===== config.mk =====
export PLATFORM = sky130hd
export DESIGN_NAME = rlc_top
export DESIGN_NICKNAME = d
export VERILOG_FILES = /design/src/rtl/rlc_pkg.sv /design/src/rtl/rlc_top.sv /design/src/rtl/rlc_compare.sv
export SDC_FILE = /design/constraint.sdc
export NUM_CORES = 1
export LEC_CHECK = 0
export ABC_AREA = 0
export CORE_UTILIZATION = 45
export CTS_CLUSTER_DIAMETER = 60
export CTS_CLUSTER_SIZE = 24
export DETAILED_ROUTE_END_ITERATION = 10
export DONT_BUFFER_PORTS = 1
export GPL_TIMING_DRIVEN = 0
export PLACE_DENSITY_LB_ADDON = 0.05
export SKIP_CTS_REPAIR_TIMING = 1
export SLEW_MARGIN = 20
export SYNTH_ARGS = -nofsm -noshare
export SYNTH_HDL_FRONTEND = slang
export SYNTH_SLANG_ARGS = --single-unit
export TNS_END_PERCENT = 50

===== constraint.sdc =====
create_clock -name clock -period 5.1 [get_ports clock]
set_clock_uncertainty 0.05 [all_clocks]
set_input_delay 1.02 -clock clock [delete_from_list [all_inputs] [get_ports clock]]
set_output_delay 1.02 -clock clock [all_outputs]
set_load 0.02 [all_outputs]

===== src/rtl/rlc_pkg.sv =====
// Purpose: Shared constants and types for the range limit checker
// Assumes: 32-bit Avalon-MM register bus with byte addresses
// Notes:   Offsets are byte addresses of aligned 32-bit words
`default_nettype none

package rlc_pkg;

  localparam int DATA_W = 32;
  localparam int ADDR_W = 6;

  // Register offsets
  localparam logic [ADDR_W-1:0] OFS_CTRL     = 6'h00;
  localparam logic [ADDR_W-1:0] OFS_LOWER    = 6'h04;
  localparam logic [ADDR_W-1:0] OFS_UPPER    = 6'h08;
  localparam logic [ADDR_W-1:0] OFS_STATUS   = 6'h0c;
  localparam logic [ADDR_W-1:0] OFS_IRQ_STAT = 6'h10;
  localparam logic [ADDR_W-1:0] OFS_IRQ_MASK = 6'h14;
  localparam logic [ADDR_W-1:0] OFS_MSG_ID   = 6'h18;
  localparam logic [ADDR_W-1:0] OFS_MSG_P1   = 6'h1c;
  localparam logic [ADDR_W-1:0] OFS_MSG_P2   = 6'h20;
  localparam logic [ADDR_W-1:0] OFS_MSG_P3   = 6'h24;

  // Control field layout
  localparam int CTRL_W       = 5;
  localparam int CTRL_FMT_LSB = 0;
  localparam int CTRL_SRC_BIT = 2;
  localparam int CTRL_XST_BIT = 3;
  localparam int CTRL_XDG_BIT = 4;
  localparam logic [CTRL_W-1:0] CTRL_RESET = 5'h00;

  // Status field layout
  localparam int STAT_CODE_LSB = 0;
  localparam int STAT_DIAG_LSB = 8;
  localparam int STAT_OUT_LSB  = 16;

  // Parameter bound reset values
  localparam logic [DATA_W-1:0] LOWER_RESET = 32'h0000_0000;
  localparam logic [DATA_W-1:0] UPPER_RESET = 32'h0000_7fff;

  // Interrupt bits
  localparam int IRQ_W     = 3;
  localparam int IRQ_ERROR = 0;
  localparam int IRQ_SAFE  = 1;
  localparam int IRQ_RESET = 2;
  localparam logic [IRQ_W-1:0] IRQ_MASK_RESET = 3'h0;

  // Diagnostics
  localparam logic [7:0]  DIAG_NONE     = 8'h00;
  localparam logic [7:0]  DIAG_INVERTED = 8'h01;
  localparam logic [15:0] MSG_INVERTED  = 16'h4090;

  typedef enum logic [1:0] {
    FMT_INT16  = 2'b00,
    FMT_INT32  = 2'b01,
    FMT_UINT16 = 2'b10,
    FMT_UINT32 = 2'b11
  } rlc_format_type;

  typedef enum logic [2:0] {
    ST_RUN   = 3'b001,
    ST_STOP  = 3'b010,
    ST_SAFE  = 3'b011,
    ST_ERROR = 3'b100,
    ST_RESET = 3'b101
  } rlc_state_code_type;

  typedef struct packed {
    logic error;
    logic within_range;
    logic under_lower;
    logic over_upper;
  } rlc_outputs_type;

  typedef struct packed {
    logic [15:0]       text_id;
    logic [15:0]       block_no;
    logic [DATA_W-1:0] param2;
    logic [DATA_W-1:0] param3;
  } rlc_diag_msg_type;

  typedef struct packed {
    logic [CTRL_W-1:0]  ctrl;
    logic [DATA_W-1:0]  lower_par;
    logic [DATA_W-1:0]  upper_par;
    logic [IRQ_W-1:0]   irq_mask;
    logic [IRQ_W-1:0]   irq_stat;
    logic               irq;
    rlc_state_code_type state;
    logic [7:0]         diag;
    rlc_outputs_type    outs;
    logic [7:0]         state_img;
    logic [7:0]         diag_img;
    rlc_diag_msg_type   msg;
    logic               msg_valid;
    logic               waitrequest;
    logic [DATA_W-1:0]  readdata;
  } rlc_regs_type;

endpackage

`default_nettype wire


===== src/rtl/rlc_top.sv =====
// Purpose: Range limit checker with five-state machine and register file
// Assumes: Value, bounds, run enable and acknowledge come from logic on the same clock
// Notes:   Evaluation happens only on the cycle strobe of the owning group
`default_nettype none

// Behaviour
// [RL1] A value between the bounds inclusive gives state 1 with only within_range high.
// [RL2] A value outside the bounds gives state 3 with under_lower and over_upper showing which side.
// [RL3] With block_run_enable low the block is in state 2 and all four outputs are low.
// [RL4] A detected error gives state 4, error high, range outputs low, and a diagnostic message out.
// [RL5] A lower bound above the upper bound is an error with diagnostic 1 and message id 0x4090.
// [RL6] After an error, with no error pending and error_acknowledge high, the block goes to state 5.
// [RL7] Bounds come from the bound inputs when enabled, otherwise from the parameter registers.
// [RL8] Value and bounds may be signed or unsigned, 16 or 32 bits wide.
// [RL9] Two options separately expose the state code and diagnostic code in the process image.
// [RL10] Evaluation occurs once per logic cycle and the error state holds until the reset condition; block_run_enable low also leaves it for state 2.
// [RL11] All comparisons use the selected signedness and width.
module rlc_top
  import rlc_pkg::*;
#(
  parameter logic [15:0] BLOCK_NUMBER = 16'h0001
)
(
  input  wire logic                  clock,
  input  wire logic                  reset_n,
  input  wire logic [ADDR_W-1:0]     avs_address,
  input  wire logic                  avs_read,
  input  wire logic                  avs_write,
  input  wire logic [DATA_W-1:0]     avs_writedata,
  input  wire logic [3:0]            avs_byteenable,
  output logic [DATA_W-1:0]          avs_readdata,
  output logic                       avs_waitrequest,
  input  wire logic                  cycle_strobe,
  input  wire logic                  block_run_enable,
  input  wire logic                  error_acknowledge,
  input  wire logic [DATA_W-1:0]     analog_value_in,
  input  wire logic [DATA_W-1:0]     lower_bound_in,
  input  wire logic [DATA_W-1:0]     upper_bound_in,
  output logic                       error,
  output logic                       within_range,
  output logic                       under_lower,
  output logic                       over_upper,
  output logic [7:0]                 state_image,
  output logic [7:0]                 diag_image,
  output rlc_pkg::rlc_diag_msg_type  diag_msg,
  output logic                       diag_msg_valid,
  output logic                       irq
);

  import rlc_pkg::*;

  rlc_regs_type      r;
  rlc_regs_type      n;
  rlc_format_type    fmt;
  logic [DATA_W-1:0] lower_eff;
  logic [DATA_W-1:0] upper_eff;
  logic              cmp_below;
  logic              cmp_above;
  logic              cmp_inverted;

  // Byte-lane merge shared by the control and bound registers; the interrupt mask is written from lane 0 directly
  function automatic logic [DATA_W-1:0] merge(input logic [DATA_W-1:0] old,
                                              input logic [DATA_W-1:0] wd,
                                              input logic [3:0]        be);
    logic [DATA_W-1:0] m;
    m = old;
    for (int i = 0; i < 4; i++)
    begin
      if (be[i])
      begin
        m[8*i +: 8] = wd[8*i +: 8];
      end
    end
    return m;
  endfunction

  // Output set of each state code
  function automatic rlc_outputs_type outs_of(input rlc_state_code_type s,
                                              input logic b,
                                              input logic a);
    rlc_outputs_type o;
    o = '0;
    unique case (s)
      ST_RUN:   o.within_range = 1'b1;  // [RL1]
      ST_SAFE:
      begin
        o.under_lower = b;              // [RL2]
        o.over_upper  = a;
      end
      ST_ERROR: o.error = 1'b1;         // [RL4]
      ST_STOP:  o = '0;                 // [RL3]
      ST_RESET: o = '0;                 // [RL6]
      default:  o = '0;
    endcase
    return o;
  endfunction

  // Priority of the state machine for one logic cycle
  function automatic rlc_state_code_type next_state(input rlc_state_code_type s,
                                                    input logic               run,
                                                    input logic               inv,
                                                    input logic               outside,
                                                    input logic               ack);
    rlc_state_code_type t;
    t = s;
    // Run low wins over everything, a pending error included
    if (!run)
    begin
      t = ST_STOP;                                         // [RL3]
    end
    else
    begin
      unique case (s)
        ST_ERROR:
        begin
          // Valid bounds alone do not leave the error state
          if (!inv && ack)
          begin
            t = ST_RESET;                                  // [RL6] [RL10]
          end
        end
        ST_RUN, ST_STOP, ST_SAFE, ST_RESET:
        begin
          if (inv)
          begin
            t = ST_ERROR;                                  // [RL4] [RL5]
          end
          else if (outside)
          begin
            t = ST_SAFE;                                   // [RL2]
          end
          else
          begin
            t = ST_RUN;                                    // [RL1]
          end
        end
        default: t = ST_STOP;
      endcase
    end
    return t;
  endfunction

  // Interrupt events raised by a state change
  function automatic logic [IRQ_W-1:0] events_of(input rlc_state_code_type cur,
                                                  input rlc_state_code_type nxt);
    logic [IRQ_W-1:0] e;
    e = '0;
    // Counted on entry only, so a value that stays out of range raises one event
    e[IRQ_ERROR] = (nxt == ST_ERROR) && (cur != ST_ERROR);
    e[IRQ_SAFE]  = (nxt == ST_SAFE) && (cur != ST_SAFE);
    e[IRQ_RESET] = (nxt == ST_RESET);
    return e;
  endfunction

  // Diagnostic message for inverted bounds
  function automatic rlc_diag_msg_type message_of(input logic [DATA_W-1:0] lo,
                                                  input logic [DATA_W-1:0] hi);
    rlc_diag_msg_type m;
    // Bounds are reported raw, right aligned as they were compared
    m.text_id  = MSG_INVERTED;
    m.block_no = BLOCK_NUMBER;
    m.param2   = lo;
    m.param3   = hi;
    return m;
  endfunction

  // Read view of every register; unmapped addresses read as zero
  function automatic logic [DATA_W-1:0] read_word(input logic [ADDR_W-1:0] a,
                                                  input rlc_regs_type      s);
    logic [DATA_W-1:0] w;
    w = '0;
    unique case (a)
      OFS_CTRL:     w = {{(DATA_W-CTRL_W){1'b0}}, s.ctrl};
      OFS_LOWER:    w = s.lower_par;
      OFS_UPPER:    w = s.upper_par;
      // Status packs state, diagnostic and outputs into one word
      OFS_STATUS:
      begin
        w[STAT_CODE_LSB +: 3] = s.state;
        w[STAT_DIAG_LSB +: 8] = s.diag;
        w[STAT_OUT_LSB  +: 4] = s.outs;
      end
      OFS_IRQ_STAT: w = {{(DATA_W-IRQ_W){1'b0}}, s.irq_stat};
      OFS_IRQ_MASK: w = {{(DATA_W-IRQ_W){1'b0}}, s.irq_mask};
      OFS_MSG_ID:   w = {16'h0000, s.msg.text_id};
      OFS_MSG_P1:   w = {16'h0000, s.msg.block_no};
      OFS_MSG_P2:   w = s.msg.param2;
      OFS_MSG_P3:   w = s.msg.param3;
      default:      w = '0;
    endcase
    return w;
  endfunction

  // Register file update for one accepted write; read-only words ignore it
  function automatic rlc_regs_type write_reg(input rlc_regs_type      s,
                                             input logic [ADDR_W-1:0] a,
                                             input logic [DATA_W-1:0] wd,
                                             input logic [3:0]        be);
    rlc_regs_type t;
    t = s;
    unique case (a)
      OFS_CTRL:
      begin
        t.ctrl = CTRL_W'(merge({{(DATA_W-CTRL_W){1'b0}}, s.ctrl}, wd, be));
      end
      OFS_LOWER:    t.lower_par = merge(s.lower_par, wd, be);
      OFS_UPPER:    t.upper_par = merge(s.upper_par, wd, be);
      // The mask is three bits wide, so only lane 0 matters
      OFS_IRQ_MASK:
      begin
        if (be[0])
        begin
          t.irq_mask = wd[IRQ_W-1:0];
        end
      end
      default:      t.irq_mask = s.irq_mask;
    endcase
    return t;
  endfunction

  // Process image byte: the code when exposed, zero otherwise
  function automatic logic [7:0] image_of(input logic       expose,
                                          input logic [7:0] code);
    return expose ? code : 8'h00;
  endfunction

  // Bounds are picked ahead of the compare so the message carries the pair in use
  assign fmt       = rlc_format_type'(r.ctrl[CTRL_FMT_LSB +: 2]);
  assign lower_eff = r.ctrl[CTRL_SRC_BIT] ? lower_bound_in : r.lower_par; // [RL7]
  assign upper_eff = r.ctrl[CTRL_SRC_BIT] ? upper_bound_in : r.upper_par; // [RL7]

  rlc_compare #(
    .W        (DATA_W)
  ) u_compare (
    .format   (fmt),
    .value    (analog_value_in),
    .lower    (lower_eff),
    .upper    (upper_eff),
    .below    (cmp_below),
    .above    (cmp_above),
    .inverted (cmp_inverted)
  );

  always_comb
  begin
    logic               req;
    logic               accept;
    logic [DATA_W-1:0]  rd;
    logic [IRQ_W-1:0]   ev;
    rlc_state_code_type ns;
    req       = avs_read | avs_write;
    accept    = req & ~r.waitrequest;
    rd        = '0;
    ev        = '0;
    ns        = r.state;
    n         = r;
    n.msg_valid = 1'b0;

    // One wait state: the request is seen, then accepted at the next edge
    n.waitrequest = ~(req & r.waitrequest);

    rd = read_word(avs_address, r);
    // Read data is captured in the wait state so it stands at the acceptance edge
    if (avs_read && r.waitrequest)
    begin
      n.readdata = rd;
    end

    if (avs_write && accept)
    begin
      n = write_reg(n, avs_address, avs_writedata, avs_byteenable);
    end

    // Reading the interrupt status clears only the bits it returned: an event
    // latched during the wait state stays pending for the next read, and one
    // of the clearing cycle itself survives because the set below wins
    if (avs_read && accept && avs_address == OFS_IRQ_STAT)
    begin
      n.irq_stat = r.irq_stat & ~r.readdata[IRQ_W-1:0];
    end

    if (cycle_strobe)                                      // [RL10]
    begin
      ns = next_state(r.state, block_run_enable, cmp_inverted, cmp_below | cmp_above, error_acknowledge);
      if (ns == ST_ERROR && r.state != ST_ERROR)
      begin
        n.diag      = DIAG_INVERTED;                       // [RL5]
        n.msg       = message_of(lower_eff, upper_eff);    // [RL5]
        n.msg_valid = 1'b1;                                // [RL4]
      end
      if (ns == ST_RESET || ns == ST_STOP)
      begin
        n.diag = DIAG_NONE;
      end
      ev      = events_of(r.state, ns);
      n.state = ns;
      // Outputs follow the state entered, never the one left
      n.outs  = outs_of(ns, cmp_below, cmp_above);
    end

    n.irq_stat  = n.irq_stat | ev;
    n.irq       = |(n.irq_stat & n.irq_mask);
    // Unexposed codes read as zero in the process image
    n.state_img = image_of(n.ctrl[CTRL_XST_BIT], {5'h00, n.state}); // [RL9]
    n.diag_img  = image_of(n.ctrl[CTRL_XDG_BIT], n.diag);            // [RL9]
  end

  always_ff @(posedge clock)
  begin
    if (!reset_n)
    begin
      // Fields not named below reset to zero
      r             <= '0;
      r.ctrl        <= CTRL_RESET;
      r.lower_par   <= LOWER_RESET;
      r.upper_par   <= UPPER_RESET;
      r.irq_mask    <= IRQ_MASK_RESET;
      r.state       <= ST_STOP;
      r.diag        <= DIAG_NONE;
      r.waitrequest <= 1'b1;
    end
    else
    begin
      r <= n;
    end
  end

  assign avs_readdata    = r.readdata;
  assign avs_waitrequest = r.waitrequest;
  assign error           = r.outs.error;
  assign within_range    = r.outs.within_range;
  assign under_lower     = r.outs.under_lower;
  assign over_upper      = r.outs.over_upper;
  assign state_image     = r.state_img;
  assign diag_image      = r.diag_img;
  assign diag_msg        = r.msg;
  assign diag_msg_valid  = r.msg_valid;
  assign irq             = r.irq;

endmodule

`default_nettype wire


===== src/rtl/rlc_compare.sv =====
// Purpose: Window comparison of a value against two bounds
// Assumes: Operands arrive right aligned in 32-bit words
// Notes:   Purely combinational; the caller registers the results
`default_nettype none

module rlc_compare
  import rlc_pkg::*;
#(
  parameter int W = 32
)
(
  input  wire rlc_format_type format,
  input  wire logic [W-1:0]   value,
  input  wire logic [W-1:0]   lower,
  input  wire logic [W-1:0]   upper,
  output logic                below,
  output logic                above,
  output logic                inverted
);

  // One extra bit lets signed and unsigned words share one signed compare
  function automatic logic signed [W:0] widen(input logic [W-1:0] x, input rlc_format_type f);
    logic signed [W:0] y;
    y = '0;
    unique case (f)
      FMT_INT16:  y = {{(W-14){x[15]}}, x[14:0]};
      FMT_UINT16: y = {{(W-15){1'b0}}, x[15:0]} & {1'b0, {(W-16){1'b0}}, {16{1'b1}}};
      FMT_INT32:  y = {x[W-1], x};
      FMT_UINT32: y = {1'b0, x};
    endcase
    return y;
  endfunction

  logic signed [W:0] v_e;
  logic signed [W:0] lo_e;
  logic signed [W:0] hi_e;

  always_comb
  begin
    v_e      = widen(value, format); // [RL8] [RL11]
    lo_e     = widen(lower, format);
    hi_e     = widen(upper, format);
    below    = v_e < lo_e;            // [RL11]
    above    = v_e > hi_e;
    inverted = lo_e > hi_e;           // [RL5]
  end

endmodule

`default_nettype wire


==> summary.md <==
| Metric | Value |
|---|---|
| Fillers | `2842` |
| Worst-Margin Slew | `1.09 ns` |
| Largest net degree at the start of global routing | `19` |
| Critical path launch point type | `register` |
| Vias/cell | `5.79` |
| Main combinational cell family by area after synthesis | `simple AND/OR/NAND/NOR gates` |
| Pins Over Slew Limit | `0` |
| Post-Synthesis Cells | `1580` |
| Storage element area | `0.00402 mm2` |
| Die Y | `172 um` |
| Final Hold Fails | `0` |
| Htree depth | `1` |
| Root buffer cell | `clkbuf_16` |
| DR iter-0 viols | `1288` |
| Row cnt | `61` |
| Crit share post-route | `95.7%` |
| Ys async rst share | `0%` |
| Initial core utilization | `46.2%` |
| Maximum vdd drop | `0.212 mV` |
| Critical path, cell by cell | `buf_6, buf_6, buf_2, buf_4, clkbuf_2, mux2_2, ha_1, nand4_1, nor4_4, nand4_1, nor2_1, o311a_1, a2111oi_4, o21ai_1, buf_2, buf_4, mux2i_1, nor2_1` |
| Critical path arrival | `5.21 ns` |
| Layout area overhead | `11.0%` |
| Final min period | `4.88 ns` |
| Ports | `296` |
| Dominant cells by area after synthesis | `dfxtp_1 31%, mux2i_1 11%, ha_1 8.6%` |
| Worst Path Required | `5.43 ns` |
| 1st-pass router iterations | `7` |
| Mapped Area | `0.0130 mm2` |
| Synthesis warning total | `0` |
| Clock sink count | `201` |
| Post-synth top flop | `dfxtp_1` |
| Post-DP HPWL | `38.8 mm` |
| Top-count cell post-synth | `nand2_1` |
| Grt total ovfl | `0` |
| Most frequent cells after synthesis | `208 x nand2_1, 202 x nor2_1, 201 x dfxtp_1, 148 x buf_4, 143 x mux2i_1` |
| Wire per inst | `24.5 um` |
| # setup viols final | `0` |
| Unique masters post-synth | `71` |
| Status | `completed` |
| Total track usage | `33.2%` |
| Xor-xnor portion of the synthesized cell area | `0.270%` |
| Final WL | `49.9 mm` |
| Die width | `172 um` |
| CP Capture Type | `register` |
| CTS tree | `built` |
| Achievable Freq | `205 MHz` |
| Core box area | `0.0281 mm2` |
| Bufs on Longest Clock Path | `3` |
| Flops & latches, synth | `201` |
| Critical path's largest stage delay | `0.45 ns` |
| Die ar. | `0.0295 mm2` |
| RePlAce Congestion | `0.938` |
| CP Class | `register to register` |
| Post-layout util | `51.3%` |
| Post-Synth Adder-Cell Area | `8.65%` |
| Vias in the first global route | `10900` |
| Post-synthesis mux area share | `15.2%` |
| Nets | `1870` |
| Final Instance Area | `0.0144 mm2` |
| Synth Area in Compound Gates | `13.8%` |
| Vias | `11800` |
| Antenna Violating Nets Remaining | `0` |
| Top cell type by total area after synthesis | `dfxtp_1` |
| First-pass GRT wire length | `70.9 mm` |
| Slew headroom | `26.8%` |
| Slowest CP cell | `nor4_4` |
| Synth top area share | `31.0%` |
| Crit-path max FO | `10` |
| Family with the most delay on the worst path | `buffers and inverters` |
| Simple-Gate Fraction of Synth Area | `18.4%` |
| Sequential share of the synthesized area | `31.0%` |
| Leakage | `6.31 nW` |
| Layout cells sized above 1 | `16.8%` |
| Buffers added on ports | `0` |
| Initial antenna violation count | `5` |
| Placed cell area | `0.0136 mm2` |
| Max-Cap Viols | `0` |
| Buf/Inv on CP | `7` |
| Unrepaired setup endpoints after global routing | `no` |
| Power per cell area | `246 mW/mm2` |
| DRC errors left | `0` |
| Clk_lat worst skew | `0.54 ns` |
| CTS buffer count | `23` |
| Syn_area_per_cell | `8.22 um2` |
| Post-synth EDFFs | `0` |
| CTS clk-pin slew, worst paths | `0.07 ns` |
| Min-Delay Path Class | `register to register` |
| Multi-input logic area | `0.00748 mm2` |
[worst min-delay path: cells and delay by family, from the launching register on]
family	cells	cell delay (ns)
and+or+nand+nor	2	0.09
DFF	1	0.33
[per-stage QoR]
step / TNS [ns] / setup WS, ns / hold WS, ns / instances / total power, mW
finish: 0 / 0.218 / 0.378 / 2032 / 3.54
global route: 0 / 0.0195 / 0.395 / 2030 / 3.63
CTS: -113.69 / -1.42 / 0.384 / 2031 / 3.54
detailed placement: -111.29 / -1.39 / 0.389 / 1990 / 1.87
global placement: -119.35 / -1.49 / 0.382 / 1990 / 1.87
floorplan: 0 / 0.840 / 0.373 / 1612 / 1.79
[power by group]
part	switching [mW]	leakage, nW	internal [mW]
Combinational	0.176	4.32	0.0786
Sequential	0.0115	1.62	1.57
Clock	0.805	0.373	0.895
Total	0.993	6.31	2.55
[cell families after synthesis]
logic type / after synthesis
AOI/OAI and AO/OA: 264
xor gates and xnor gates: 4
adders and majority gates: 90
buffers and inverters: 278
DFF: 201
muxes: 190
other: 1
and+or+nand+nor: 552
[metal layers]
layer,vias to the layer above,wire (um),global-route usage (%)
met5,-,21,0
met4,4,1530,10.7
met3,100,5380,8.90
met2,601,21400,50.9
met1,5541,21500,45.0
li1,5517,-,-
[flip-flops by register name, summed over array words and instances, names as in the netlist]
name and cells:
r 84, diag_msg 65, avs_readdata 32, diag_image 8, state_image 3, fmt 2, avs_waitrequest 1, diag_msg_valid 1
error 1, irq 1, over_upper 1, under_lower 1, within_range 1
[cell type report]
class | instances | share of cell area (%)
antenna | 2 | 0.0347
buffer | 228 | 10.2
clock buffer | 25 | 4.12
clock inverter | 16 | 1.22
inverter | 49 | 1.28
multi-input combinational | 1133 | 51.9
sequential | 201 | 27.9
tap | 378 | 3.28
[cells in the final DEF (no fill, tap or decap), types with 6 or more instances in the layout]
master     count
clkbuf_1      55
nand2b_1      10
buf_2          6
nand3_1       35
a211oi_1      12
a21boi_0       8
buf_4        149
dfxtp_1      201
mux2i_1      143
nor2_1       202
mux2_2        44
a21oi_1       93
nor3_1        19
inv_1         45
a221oi_1      20
a222oi_1      17
ha_1          89
or2_0         14
conb_1        33
inv_6          8
nand2_1      208
a22oi_1       21
and3_1         8
o22ai_1        7
nand4_1       20
o31ai_1        7
o211ai_1       7
nor3_2         6
nor2b_1        8
clkbuf_16     23
o21ai_0       28
clkbuf_2       7
[final timing paths]
path | start | to | slack, ns | cells past startpoint
setup / recovery | r[234] | diag_msg[21] | 0.22 | 18
hold / removal | r[155] | diag_image[5] | 0.38 | 2
setup reg to reg | r[234] | diag_msg[21] | 0.22 | 18
hold reg to reg | r[155] | diag_image[5] | 0.38 | 2
No activity file was read; power rests on OpenSTA's default activity.
